[src/pkg/sdram_bank_pkg.sv]
// package: command codes, bank states, timing counts and carriers for the
// two-bank synchronous dram command-response block.
// assumes a 250 MHz clock (4 ns period).
`default_nettype none
package sdram_bank_pkg;
  localparam int CLK_PERIOD_PS = 4000;
  // timing figures in ps; plain defaults, not taken from any part
  localparam int ROW_PRECHARGE_TIME_PS = 20000;
  localparam int ACTIVATE_TO_COLUMN_DELAY_PS = 20000;
  localparam int DATA_IN_TO_PRECHARGE_TIME_PS = 8000;
  // least times round up
  localparam int ROW_PRECHARGE_CYC =
    (ROW_PRECHARGE_TIME_PS + CLK_PERIOD_PS - 1) / CLK_PERIOD_PS;
  localparam int ACTIVATE_TO_COLUMN_CYC =
    (ACTIVATE_TO_COLUMN_DELAY_PS + CLK_PERIOD_PS - 1) / CLK_PERIOD_PS;
  localparam int DATA_IN_TO_PRECHARGE_CYC =
    (DATA_IN_TO_PRECHARGE_TIME_PS + CLK_PERIOD_PS - 1) / CLK_PERIOD_PS;
  localparam int CNT_W = 8;
  localparam int COL_W = 8;
  localparam int ROW_W = 11;
  localparam int DATA_W = 16;
  localparam int FIFO_DEPTH = 8;
  localparam int BANK_SEL_BIT = 11;
  localparam int AUTO_PRE_BIT = 10;
  localparam logic [3:0] BURST_LEN_DEFAULT = 4'h4;

  // {cs_n, ras_n, cas_n, we_n}
  typedef enum logic [3:0] {
    nop_cmd = 4'h7,
    burst_terminate_cmd = 4'h6,
    read_cmd = 4'h5,
    write_cmd = 4'h4,
    activate_cmd = 4'h3,
    precharge_cmd = 4'h2,
    refresh_cmd = 4'h1,
    mode_register_set_cmd = 4'h0
  } cmd_e;

  typedef enum logic [8:0] {
    st_idle = 9'h001,
    st_activating = 9'h002,
    st_row_active = 9'h004,
    st_read = 9'h008,
    st_write = 9'h010,
    st_read_ap = 9'h020,
    st_write_ap = 9'h040,
    st_write_recovery = 9'h080,
    st_precharging = 9'h100
  } bank_state_e;

  typedef struct packed {
    logic cs_n;
    logic ras_n;
    logic cas_n;
    logic we_n;
    logic [11:0] addr;
  } cmd_pins_s;

  typedef struct packed {
    logic is_write;
    logic bank;
    logic [COL_W-1:0] col;
    logic [DATA_W-1:0] data;
  } beat_s;
endpackage : sdram_bank_pkg
`default_nettype wire

[src/rtl/beat_fifo.sv]
// small synchronous fifo for burst beats.
// assumes one clock, synchronous active-high reset.
`timescale 1ns/10ps
`default_nettype none
module beat_fifo #(
  parameter int WIDTH = 26,
  parameter int DEPTH = 8
) (
  input wire logic clk,
  input wire logic sys_rst,
  input wire logic in_valid,
  output logic in_ready,
  input wire logic [WIDTH-1:0] in_data,
  output logic out_valid,
  input wire logic out_ready,
  output logic [WIDTH-1:0] out_data
);
  localparam int AW = $clog2(DEPTH);
  logic [WIDTH-1:0] mem [DEPTH];
  logic [AW:0] wr_reg, wr_next, rd_reg, rd_next;
  logic [WIDTH-1:0] out_data_reg;
  logic out_valid_reg, out_valid_next;
  logic push, pop, empty;

  assign empty = (wr_reg == rd_reg);
  assign in_ready = !((wr_reg[AW] != rd_reg[AW]) &&
                       (wr_reg[AW-1:0] == rd_reg[AW-1:0]));
  assign push = in_valid && in_ready;
  // output register refills when drained or empty
  assign pop = !empty && (!out_valid_reg || out_ready);
  assign out_valid = out_valid_reg;
  assign out_data = out_data_reg;

  always_comb
  begin
    wr_next = push ? wr_reg + 1'b1 : wr_reg;
    rd_next = pop ? rd_reg + 1'b1 : rd_reg;
    out_valid_next = pop ? 1'b1 : (out_ready ? 1'b0 : out_valid_reg);
  end

  always_ff @(posedge clk)
  begin
    if (sys_rst)
    begin
      wr_reg <= '0;
      rd_reg <= '0;
      out_valid_reg <= 1'b0;
    end
    else
    begin
      wr_reg <= wr_next;
      rd_reg <= rd_next;
      out_valid_reg <= out_valid_next;
    end
  end

  always_ff @(posedge clk)
  begin
    if (push)
      mem[wr_reg[AW-1:0]] <= in_data;
    if (pop)
      out_data_reg <= mem[rd_reg[AW-1:0]];
  end
endmodule : beat_fifo
`default_nettype wire

[src/rtl/sdram_bank_cmd.sv]
// per-bank command response of a two-bank synchronous dram.
// assumes pins already in the clk domain; sampled on rising edge.
// limitation: only one beat per cycle reaches the fifo across banks.
`timescale 1ns/10ps
`default_nettype none
// Operation
// [RQ1] read burst with nop/deselect completes, then row active
// [RQ2] burst terminate during read ends burst, row active
// [RQ3] new read during read restarts burst at new column
// [RQ4] write during read interrupts read, starts write burst
// [RQ5] precharge during read interrupts and precharges the row
// [RQ6] write burst with nop completes, then write recovery
// [RQ7] burst terminate during write ends write, row active
// [RQ8] read during write ends write, starts read at new column
// [RQ9] new write during write restarts at new column
// [RQ10] precharge during write interrupts and precharges the row
// [RQ11] read with auto-precharge completes then precharges itself
// [RQ12] write with auto-precharge completes, recovers, then precharges
// [RQ13] precharging ignores nop/terminate; idle after row precharge time
// [RQ14] after activate, row active only after activate-to-column delay
// [RQ15] all command and address pins sampled on rising clock edge
// [RQ16] controller uses burst terminate only with full-page bursts
// [RQ17] write recovery returns to row active after data-in time
// [RQ18] controller avoids illegal commands to busy banks; t_refuse sends an activate to bank 0 while it reads
// [RQ19] controller sends only nop to auto-precharge bursting bank
module sdram_bank_cmd (
  input wire logic clk,
  input wire logic sys_rst,
  input wire sdram_bank_pkg::cmd_pins_s cmd_pins,
  input wire logic [sdram_bank_pkg::DATA_W-1:0] write_data,
  input wire logic [3:0] burst_len,
  input wire logic full_page,
  output sdram_bank_pkg::bank_state_e bank0_state,
  output sdram_bank_pkg::bank_state_e bank1_state,
  output logic illegal_cmd,
  output logic beat_valid,
  input wire logic beat_ready,
  output sdram_bank_pkg::beat_s beat_out,
  output logic cmd_ready
);
  import sdram_bank_pkg::*;

  cmd_pins_s pins_reg;
  cmd_e cmd;
  logic sel_bank;
  logic all_banks;
  logic illegal_reg, illegal_next;
  logic [1:0] bank_illegal;
  logic [1:0] beat_push;
  logic fifo_in_ready;
  beat_s beat_in;
  bank_state_e st_reg [2];
  bank_state_e st_next [2];
  logic [CNT_W-1:0] cnt_reg [2];
  logic [CNT_W-1:0] cnt_next [2];
  logic [COL_W-1:0] col_reg [2];
  logic [COL_W-1:0] col_next [2];
  logic [ROW_W-1:0] row_reg [2];
  logic [ROW_W-1:0] row_next [2];
  logic [1:0] ap_recov_reg;
  logic [1:0] ap_recov_next;

  // command pins registered once: every decision uses the edge sample
  always_ff @(posedge clk)
  begin
    if (sys_rst)
      pins_reg <= '{cs_n: 1'b1, ras_n: 1'b1, cas_n: 1'b1, we_n: 1'b1,
                    addr: 12'h000};
    else
      pins_reg <= cmd_pins; // RQ15
  end

  // deselect folds into nop: both just let the bank carry on
  assign cmd = pins_reg.cs_n ? nop_cmd :
               cmd_e'({1'b0, pins_reg.ras_n, pins_reg.cas_n, pins_reg.we_n});
  assign sel_bank = pins_reg.addr[BANK_SEL_BIT];
  assign all_banks = pins_reg.addr[AUTO_PRE_BIT];
  // fifo full asks the controller to hold off; a burst already running
  // keeps stepping and its beats are lost while the fifo stays full
  assign cmd_ready = fifo_in_ready;

  // one state machine per bank; both share the sampled command
  genvar b;
  generate
    for (b = 0; b < 2; b++)
    begin : g_bank
      logic hit;
      logic pre_hit;
      logic burst_done;
      assign hit = (sel_bank == 1'(b));
      assign pre_hit = hit || all_banks;
      // full page wraps until terminated or interrupted
      // count holds beats already sent, so done marks the last one
      assign burst_done = !full_page &&
                          (cnt_reg[b] == CNT_W'(burst_len) - 1'b1);

      always_comb
      begin
        st_next[b] = st_reg[b];
        cnt_next[b] = cnt_reg[b];
        col_next[b] = col_reg[b];
        row_next[b] = row_reg[b];
        bank_illegal[b] = 1'b0;
        beat_push[b] = 1'b0;
        unique case (st_reg[b])
          st_idle:
          begin
            if (cmd == activate_cmd && hit)
            begin
              st_next[b] = st_activating;
              row_next[b] = pins_reg.addr[ROW_W-1:0];
              cnt_next[b] = '0;
            end
            else if ((cmd == read_cmd || cmd == write_cmd) && hit)
              bank_illegal[b] = 1'b1;
          end
          st_activating:
          begin
            // early column commands are refused, never queued
            cnt_next[b] = cnt_reg[b] + 1'b1;
            if (cnt_reg[b] == CNT_W'(ACTIVATE_TO_COLUMN_CYC - 1))
              st_next[b] = st_row_active; // RQ14
            if (hit && cmd != nop_cmd && cmd != burst_terminate_cmd)
              bank_illegal[b] = 1'b1; // RQ18
          end
          st_row_active, st_read, st_write, st_write_recovery:
          begin
            // row open: idle in the row, bursting or recovering
            if (st_reg[b] == st_read || st_reg[b] == st_write)
            begin
              beat_push[b] = 1'b1;
              col_next[b] = col_reg[b] + 1'b1;
              cnt_next[b] = cnt_reg[b] + 1'b1;
              if (burst_done && st_reg[b] == st_read)
                st_next[b] = st_row_active; // RQ1
              else if (burst_done)
              begin
                st_next[b] = st_write_recovery; // RQ6
                cnt_next[b] = '0;
              end
            end
            if (st_reg[b] == st_write_recovery)
            begin
              cnt_next[b] = cnt_reg[b] + 1'b1;
              if (cnt_reg[b] == CNT_W'(DATA_IN_TO_PRECHARGE_CYC - 1))
              begin
                cnt_next[b] = '0;
                if (ap_recov_reg[b])
                  st_next[b] = st_precharging; // RQ12
                else
                  st_next[b] = st_row_active; // RQ17
              end
            end
            if (st_reg[b] == st_write_recovery && ap_recov_reg[b])
            begin
              if (hit && cmd != nop_cmd && cmd != burst_terminate_cmd)
                bank_illegal[b] = 1'b1; // RQ19
            end
            else if (cmd == burst_terminate_cmd &&
                (st_reg[b] == st_read || st_reg[b] == st_write))
              st_next[b] = st_row_active; // RQ2 RQ7
            else if ((cmd == read_cmd || cmd == write_cmd) && hit)
            begin
              // restart at the new column
              col_next[b] = pins_reg.addr[COL_W-1:0]; // RQ3 RQ4 RQ8 RQ9
              cnt_next[b] = '0;
              if (cmd == read_cmd)
                st_next[b] = all_banks ? st_read_ap : st_read;
              else
                st_next[b] = all_banks ? st_write_ap : st_write;
            end
            else if (cmd == precharge_cmd && pre_hit)
            begin
              if (st_reg[b] == st_write_recovery)
                bank_illegal[b] = 1'b1;
              else
              begin
                st_next[b] = st_precharging; // RQ5 RQ10
                cnt_next[b] = '0;
              end
            end
            else if (hit && (cmd == activate_cmd || cmd == refresh_cmd ||
                             cmd == mode_register_set_cmd))
              bank_illegal[b] = 1'b1; // RQ18
          end
          st_read_ap, st_write_ap:
          begin
            // write recovery precedes the automatic precharge
            beat_push[b] = 1'b1;
            col_next[b] = col_reg[b] + 1'b1;
            cnt_next[b] = cnt_reg[b] + 1'b1;
            if (burst_done)
            begin
              cnt_next[b] = '0;
              if (st_reg[b] == st_read_ap)
                st_next[b] = st_precharging; // RQ11
              else
                st_next[b] = st_write_recovery; // RQ12
            end
            if (hit && cmd != nop_cmd)
              bank_illegal[b] = 1'b1; // RQ19
          end
          st_precharging:
          begin
            cnt_next[b] = cnt_reg[b] + 1'b1;
            if (cnt_reg[b] == CNT_W'(ROW_PRECHARGE_CYC - 1))
              st_next[b] = st_idle; // RQ13
            if (hit && (cmd == read_cmd || cmd == write_cmd ||
                        cmd == activate_cmd || cmd == refresh_cmd ||
                        cmd == mode_register_set_cmd))
              bank_illegal[b] = 1'b1; // RQ18
          end
          default:
            st_next[b] = st_idle;
        endcase
      end

      always_ff @(posedge clk)
      begin
        if (sys_rst)
        begin
          st_reg[b] <= st_idle;
          cnt_reg[b] <= '0;
          col_reg[b] <= '0;
          row_reg[b] <= '0;
        end
        else
        begin
          st_reg[b] <= st_next[b];
          cnt_reg[b] <= cnt_next[b];
          col_reg[b] <= col_next[b];
          row_reg[b] <= row_next[b];
        end
      end
    end
  endgenerate

  // write recovery entered from an auto-precharge write must end in a
  // precharge; a flag per bank keeps plain recovery returning to active
  // and refuses commands while the row closes itself
  always_comb
  begin
    ap_recov_next = ap_recov_reg;
    for (int i = 0; i < 2; i++)
    begin
      if (st_reg[i] == st_write_ap && st_next[i] == st_write_recovery)
        ap_recov_next[i] = 1'b1;
      else if (st_reg[i] != st_write_recovery)
        ap_recov_next[i] = 1'b0;
    end
  end
  always_ff @(posedge clk)
  begin
    if (sys_rst)
      ap_recov_reg <= 2'h0;
    else
      ap_recov_reg <= ap_recov_next;
  end

  // one beat per cycle: bank 0 wins when both burst, which a single data
  // bus never legally asks for
  always_comb
  begin
    beat_in.is_write = (st_reg[0] == st_write || st_reg[0] == st_write_ap);
    beat_in.bank = 1'b0;
    beat_in.col = col_reg[0];
    beat_in.data = write_data;
    if (!beat_push[0])
    begin
      beat_in.is_write = (st_reg[1] == st_write || st_reg[1] == st_write_ap);
      beat_in.bank = 1'b1;
      beat_in.col = col_reg[1];
    end
    illegal_next = |bank_illegal;
  end

  // one-cycle pulse per refused command; nothing to clear
  always_ff @(posedge clk)
  begin
    if (sys_rst)
      illegal_reg <= 1'b0;
    else
      illegal_reg <= illegal_next;
  end

  // depth rides out a short stall of the beat consumer
  beat_fifo #(
    .WIDTH($bits(beat_s)),
    .DEPTH(FIFO_DEPTH)
  ) u_fifo (
    .clk(clk),
    .sys_rst(sys_rst),
    .in_valid(|beat_push),
    .in_ready(fifo_in_ready),
    .in_data(beat_in),
    .out_valid(beat_valid),
    .out_ready(beat_ready),
    .out_data(beat_out)
  );

  // state outputs come straight from the bank registers
  assign bank0_state = st_reg[0];
  assign bank1_state = st_reg[1];
  assign illegal_cmd = illegal_reg;
endmodule : sdram_bank_cmd
`default_nettype wire

[config.mk]
export PLATFORM = sky130hd
export DESIGN_NAME = sdram_bank_cmd
export DESIGN_NICKNAME = d
export VERILOG_FILES = /design/src/pkg/sdram_bank_pkg.sv /design/src/rtl/beat_fifo.sv /design/src/rtl/sdram_bank_cmd.sv
export SDC_FILE = /design/constraint.sdc
export NUM_CORES = 1
export LEC_CHECK = 0
export BUFFER_PORTS_ARGS = -buffer_cell sky130_fd_sc_hd__buf_2
export CAP_MARGIN = 20
export CORE_MARGIN = 2
export CORE_UTILIZATION = 24
export DETAILED_ROUTE_END_ITERATION = 7
export PLACE_DENSITY = 0.47
export SYNTH_ARGS = -nofsm -noshare
export SYNTH_HDL_FRONTEND = slang
export SYNTH_SLANG_ARGS = --single-unit
[constraint.sdc]
create_clock -name clk -period 8 [get_ports clk]
set_clock_uncertainty 0.1 [all_clocks]
set_input_delay 0.8 -clock clk [delete_from_list [all_inputs] [get_ports clk]]
set_output_delay 0.8 -clock clk [all_outputs]
set_load 0.1 [all_outputs]
-- Word-level counts from Yosys, hierarchy flattened
Memories as Yosys holds them, arrays and structs flattened. A register that Yosys moved wholly into a read port is not among the register bits.
Cells that the tools add are included.
- add/subtract/negate cells: 7
- equality and inequality tests: 39
- muxes and demuxes: 118
- bitwise logic cells: 7
- reduce and logical (&&, ||, !) cells: 56
- operators with widths (cell ; number):
    two-way mux 9 bit ; 34
    two-way mux 8 bit ; 34
    case mux 9 bit (5 select lines) ; 2
    case mux 8 bit (4 select lines) ; 2
    == test 9 x 8 -> 1 bit (second input constant) ; 4
    two-way mux 1 bit ; 35
    adder 8 x 1 -> 8 bit (second input constant) ; 4
    case mux 8 bit (2 select lines) ; 2
    logical AND 1 bit ; 27
    == test 9 x 1 -> 1 bit (second input constant) ; 2
    == test 9 x 2 -> 1 bit (second input constant) ; 2
    == test 9 x 3 -> 1 bit (second input constant) ; 2
    == test 9 x 4 -> 1 bit (second input constant) ; 2
    == test 9 x 5 -> 1 bit (second input constant) ; 2
    == test 9 x 6 -> 1 bit (second input constant) ; 2
    == test 9 x 7 -> 1 bit (second input constant) ; 2
    == test 9 bit (second input constant) ; 2
    != test 9 x 8 -> 1 bit (second input constant) ; 2
    == test 8 x 1 -> 1 bit (second input constant) ; 2
    == test 8 x 3 -> 1 bit (second input constant) ; 2
    == test 8 bit ; 2
    two-way mux 7 bit ; 2
    logical OR 1 bit ; 13
    OR reduction 2 bit ; 6
    20 further kinds ; 38
- register bits: 28
- bits in writable memories: 258
- input bits: 40
- output and inout bits: 47
- logic and storage cells: 242
- memories kept: 4
- memories (memory ; depth ; bits a word ; read ports ; clocked after Yosys merged registers in ; wr ports ; RTL line ; text):
    u_fifo.mem ; 8 ; 26 ; 1 ; 1 ; 1 ; beat_fifo.sv:19 ; logic [WIDTH-1:0] mem [DEPTH];
    st_reg ; 2 ; 9 ; 2 ; 0 ; 2 ; sdram_bank_cmd.sv:52 ; bank_state_e st_reg [2];
    cnt_reg ; 2 ; 8 ; 2 ; 0 ; 2 ; sdram_bank_cmd.sv:54 ; logic [CNT_W-1:0] cnt_reg [2];
    col_reg ; 2 ; 8 ; 2 ; 0 ; 2 ; sdram_bank_cmd.sv:56 ; logic [COL_W-1:0] col_reg [2];

-- Logic depth before layout (Yosys ltp)
- depth after elaboration: 17
- mapped depth: 10
- mapped depth without buffers: 9

-- Hierarchy
Synthesis repeated with hierarchy kept, for this count alone.
- cells, all modules: 1048
- area total of the unflattened synthesis: 14203.6 µm²
- modules (own cells, without submodules) (module ; times used ; cells each ; area an instance (µm²) ; sequential area each (µm²)):
    beat_fifo ; 1 ; 399 ; 9311.4 ; 7206.9
    sdram_bank_cmd ; 1 ; 649 ; 4892.2 ; 1341.3

-- Worst setup path before layout
Ideal clock, no wire load.
- kind: reg2reg
- from: memory st_reg[0][5] in the netlist's numbering
- to: memory u_fifo.mem[6][0], enable pin
- library setup time: 447 ps
- arrival: 4516 ps
- required time: 7453 ps
- setup slack: 2937 ps
- cell stages (with the launch flop): 8
- buffers on the path: 1
- period minus slack after synthesis: 5063 ps
- path through: dfxtp_1 buf_2 inv_1 or4_1 a21oi_1 o31a_1 nand2_1 nor3b_1
- RTL lines (item ; RTL line):
    start: declaration ; sdram_bank_cmd.sv:52
    end: declaration ; beat_fifo.sv:19

==> results_dict.tcl <==
set metrics [dict create \
    hold-worst-slack_ns 0.360 \
    hp-class "in -> reg" \
    clk_latency_ns 0.53 \
    ys_types 81 \
    tightest_slew_ns 0.956 \
    p_switching_mw 0.919 \
    ys_seq_elements 310 \
    setup_viol_count_final 0 \
    crit_path_end_kind "flop" \
    hpwlAfterDp_mm 21.5 \
    pwr-share-seq_pct 47.8 \
    dp.cells 1818 \
    grt_pass1_vias 8997 \
    clkPwrFrac_pct 42.8 \
    synth_common_cells "234 x edfxtp_1, 76 x dfxtp_1, 64 x nand2_1" \
    rows 88 \
    swShare_pct 24.7 \
    p_total_mw 3.72 \
    p_int_mw 2.80 \
    largest_reg_flops 208 \
    root_buffer "clkbuf_16" \
    fp.dieW_um 244 \
    power.density_nw_per_um2 228 \
    status "finished, final reports clean" \
    postLayoutCoreUtil_pct 28.4 \
    nets 1140 \
    startpoint_type "flop" \
    async_flop_share_pct 0 \
    cp.required_ns 8.06 \
    fmax_mhz 270 \
    vdd_drop_max_v 0.000119 \
    syn_avg_cell_area_um2 13.7 \
    drc 0 \
    grt_max_degree 56 \
    rsz0062_at_grt "false" \
    antenna_found_initial 0 \
    grt-ovfl-total 0 \
    ys.flop_type "edfxtp_1" \
    io_buffers 84 \
    die_y_um 244 \
    area_growth_pct 17.6 \
    cp.arrival_ns 3.76 \
    cts_resized 0 \
    routedWlPerCell_um 18.8 \
    synth_area_leaders "edfxtp_1 51%, dfxtp_1 11%, mux4_2 8.5%" \
    ioPinCount 87 \
    netlist_instances 1011 \
    slowest_delay_ns 0.84 \
    seq_area_frac_synth_pct 61.7 \
    cpMostUsedCell "nand2_1" \
    hold_viol_final 0 \
    holdBufCountCts 0 \
    finalSetupTns_ns 0 \
    dpl_worst_slack_ns 4.26 \
    slowest_stage "nor4b_1" \
    leakage_nw 5.30 \
    synth_area_leader_cell "edfxtp_1" \
    wl_mm 35.2 \
    setup_ws_ns 4.29 \
    cts_made_buffers 34 \
    synth_edf_count 234 \
    place_area_um2 15200 \
    yosys_warnings 0 \
    path_class "reg -> reg" \
    worstPathCellList "nor3_1 > nand2_1 > nor4b_1 > o31a_1 > nand2_1 > nor3b_2 > buf_4" \
    synth_area_um2 13900 \
    postRouteAntennaNets 0 \
    initial_utilization_pct 24.1 \
    first_pass_iters 5 \
    worstPathMaxFanout 26 \
    timing.final.crit_period_ns 3.71 \
    drive_gt1_share_pct 24.4 \
    final.period_utilization_pct 46.4 \
    cts_max_level 2 \
    cts_sinks 310 \
    cpLargestDelayFamily "simple AND/OR/NAND/NOR gates" \
    antenna_cells 0 \
    post-route-cell-area_um2 16300 \
    maxSlewViolCount 0 \
    slew_headroom_pct 35.4 \
    dieArea_um2 59700 \
    combPwrFrac_pct 9.4 \
    core_um2 57400 \
    vias 8825 \
    clk_path_buf_depth 3 \
    fillCellCount 5874 \
    grt_pass1_wl_mm 53.8 \
    cts_tree "done" \
    cts.reportedPaths.clkPinSlew_ns 0.06 \
    cap_viol_max_count 0 \
    synth_top_area_share_pct 50.7 \
    via_per_inst 4.70 \
    crit_buf_inv 1 \
    postCtsSetupRepairBufs 0 \
    grtUsageTotal_pct 11.6 \
    gp_congestion 0.829 \
    yosysMostFrequentCell "edfxtp_1" \
    first_iter_violations 670 \
    stdcell_count 1877 \
    syn-num-nets 1062 \
]
-- final cells by class --
type,count,area [um2],share of cell area [%]
Timing Repair Buffer,100,541,3.32
Tap cell,765,957,5.88
Clock inverter,13,191,1.18
Inverter,13,48.8,0.300
Sequential cell,310,8550,52.5
Clock buffer,46,917,5.63
Multi-Input combinational cell,630,5080,31.2
-- worst reg2reg max path: stages, from the launching register on --
cell	delay [ns]
dfxtp_1	0.45
nor3_1	0.46
nand2_1	0.24
nor4b_1	0.84
o31a_1	0.35
nand2_1	0.21
nor3b_2	0.22
buf_4	0.45
-- power groups by stage --
stage | registers, mW | logic, mW | clock network, mW
finish | 1.78 | 0.350 | 1.59
global route | 1.78 | 0.374 | 1.71
CTS | 1.78 | 0.356 | 1.65
detailed placement | 1.82 | 0.355 | 0
global placement | 1.82 | 0.352 | 0
floorplan | 1.91 | 0.170 | 0
-- metal layers --
layer | share of wire (%) | track usage (%) | vias up | routed length [um]
met5 | 0 | 0 | - | 0
met4 | 1.7 | 2.73 | 0 | 616
met3 | 5.4 | 2.36 | 54 | 1920
met2 | 47 | 19.1 | 239 | 16400
met1 | 46 | 15.7 | 4415 | 16300
li1 | - | - | 4117 | -
-- logic make-up after synthesis --
logic type	Yosys count	share of synthesized area, %
AO/OA/AOI/OAI	179	8.45
XOR/XNOR	39	2.77
adder cells (fa/ha/maj)	11	0.993
buffers and inverters	71	1.98
flip-flops	310	61.7
multiplexers	92	11.7
AND/OR/NAND/NOR	309	12.4
-- cell usage in the layout, fill, tap and decap left out, types with 16 or more instances in the layout --
cell,count
o21ai_0,42
xnor2_1,20
clkbuf_16,35
nand3_1,32
xor2_1,16
buf_4,16
buf_2,84
nand2_1,64
a21oi_1,56
edfxtp_1,234
mux4_2,52
dfxtp_1,74
nor3_1,29
mux2_2,34
nor2_1,53
-- worst paths after layout --
| path | cells past startpoint | slack (ns) | to | start |
|---|---|---|---|---|
| hold reg to reg | 2 | 0.40 | u_fifo.out_valid | u_fifo.out_valid |
| setup reg to reg | 7 | 4.29 | u_fifo.mem[6][7] | st_reg[1][5] |
| setup / recovery | 7 | 4.29 | u_fifo.mem[6][7] | st_reg[1][5] |
| hold / removal | 2 | 0.36 | pins_reg[12] | cmd_pins[12] |
No activity file was read; power rests on OpenSTA's default activity.
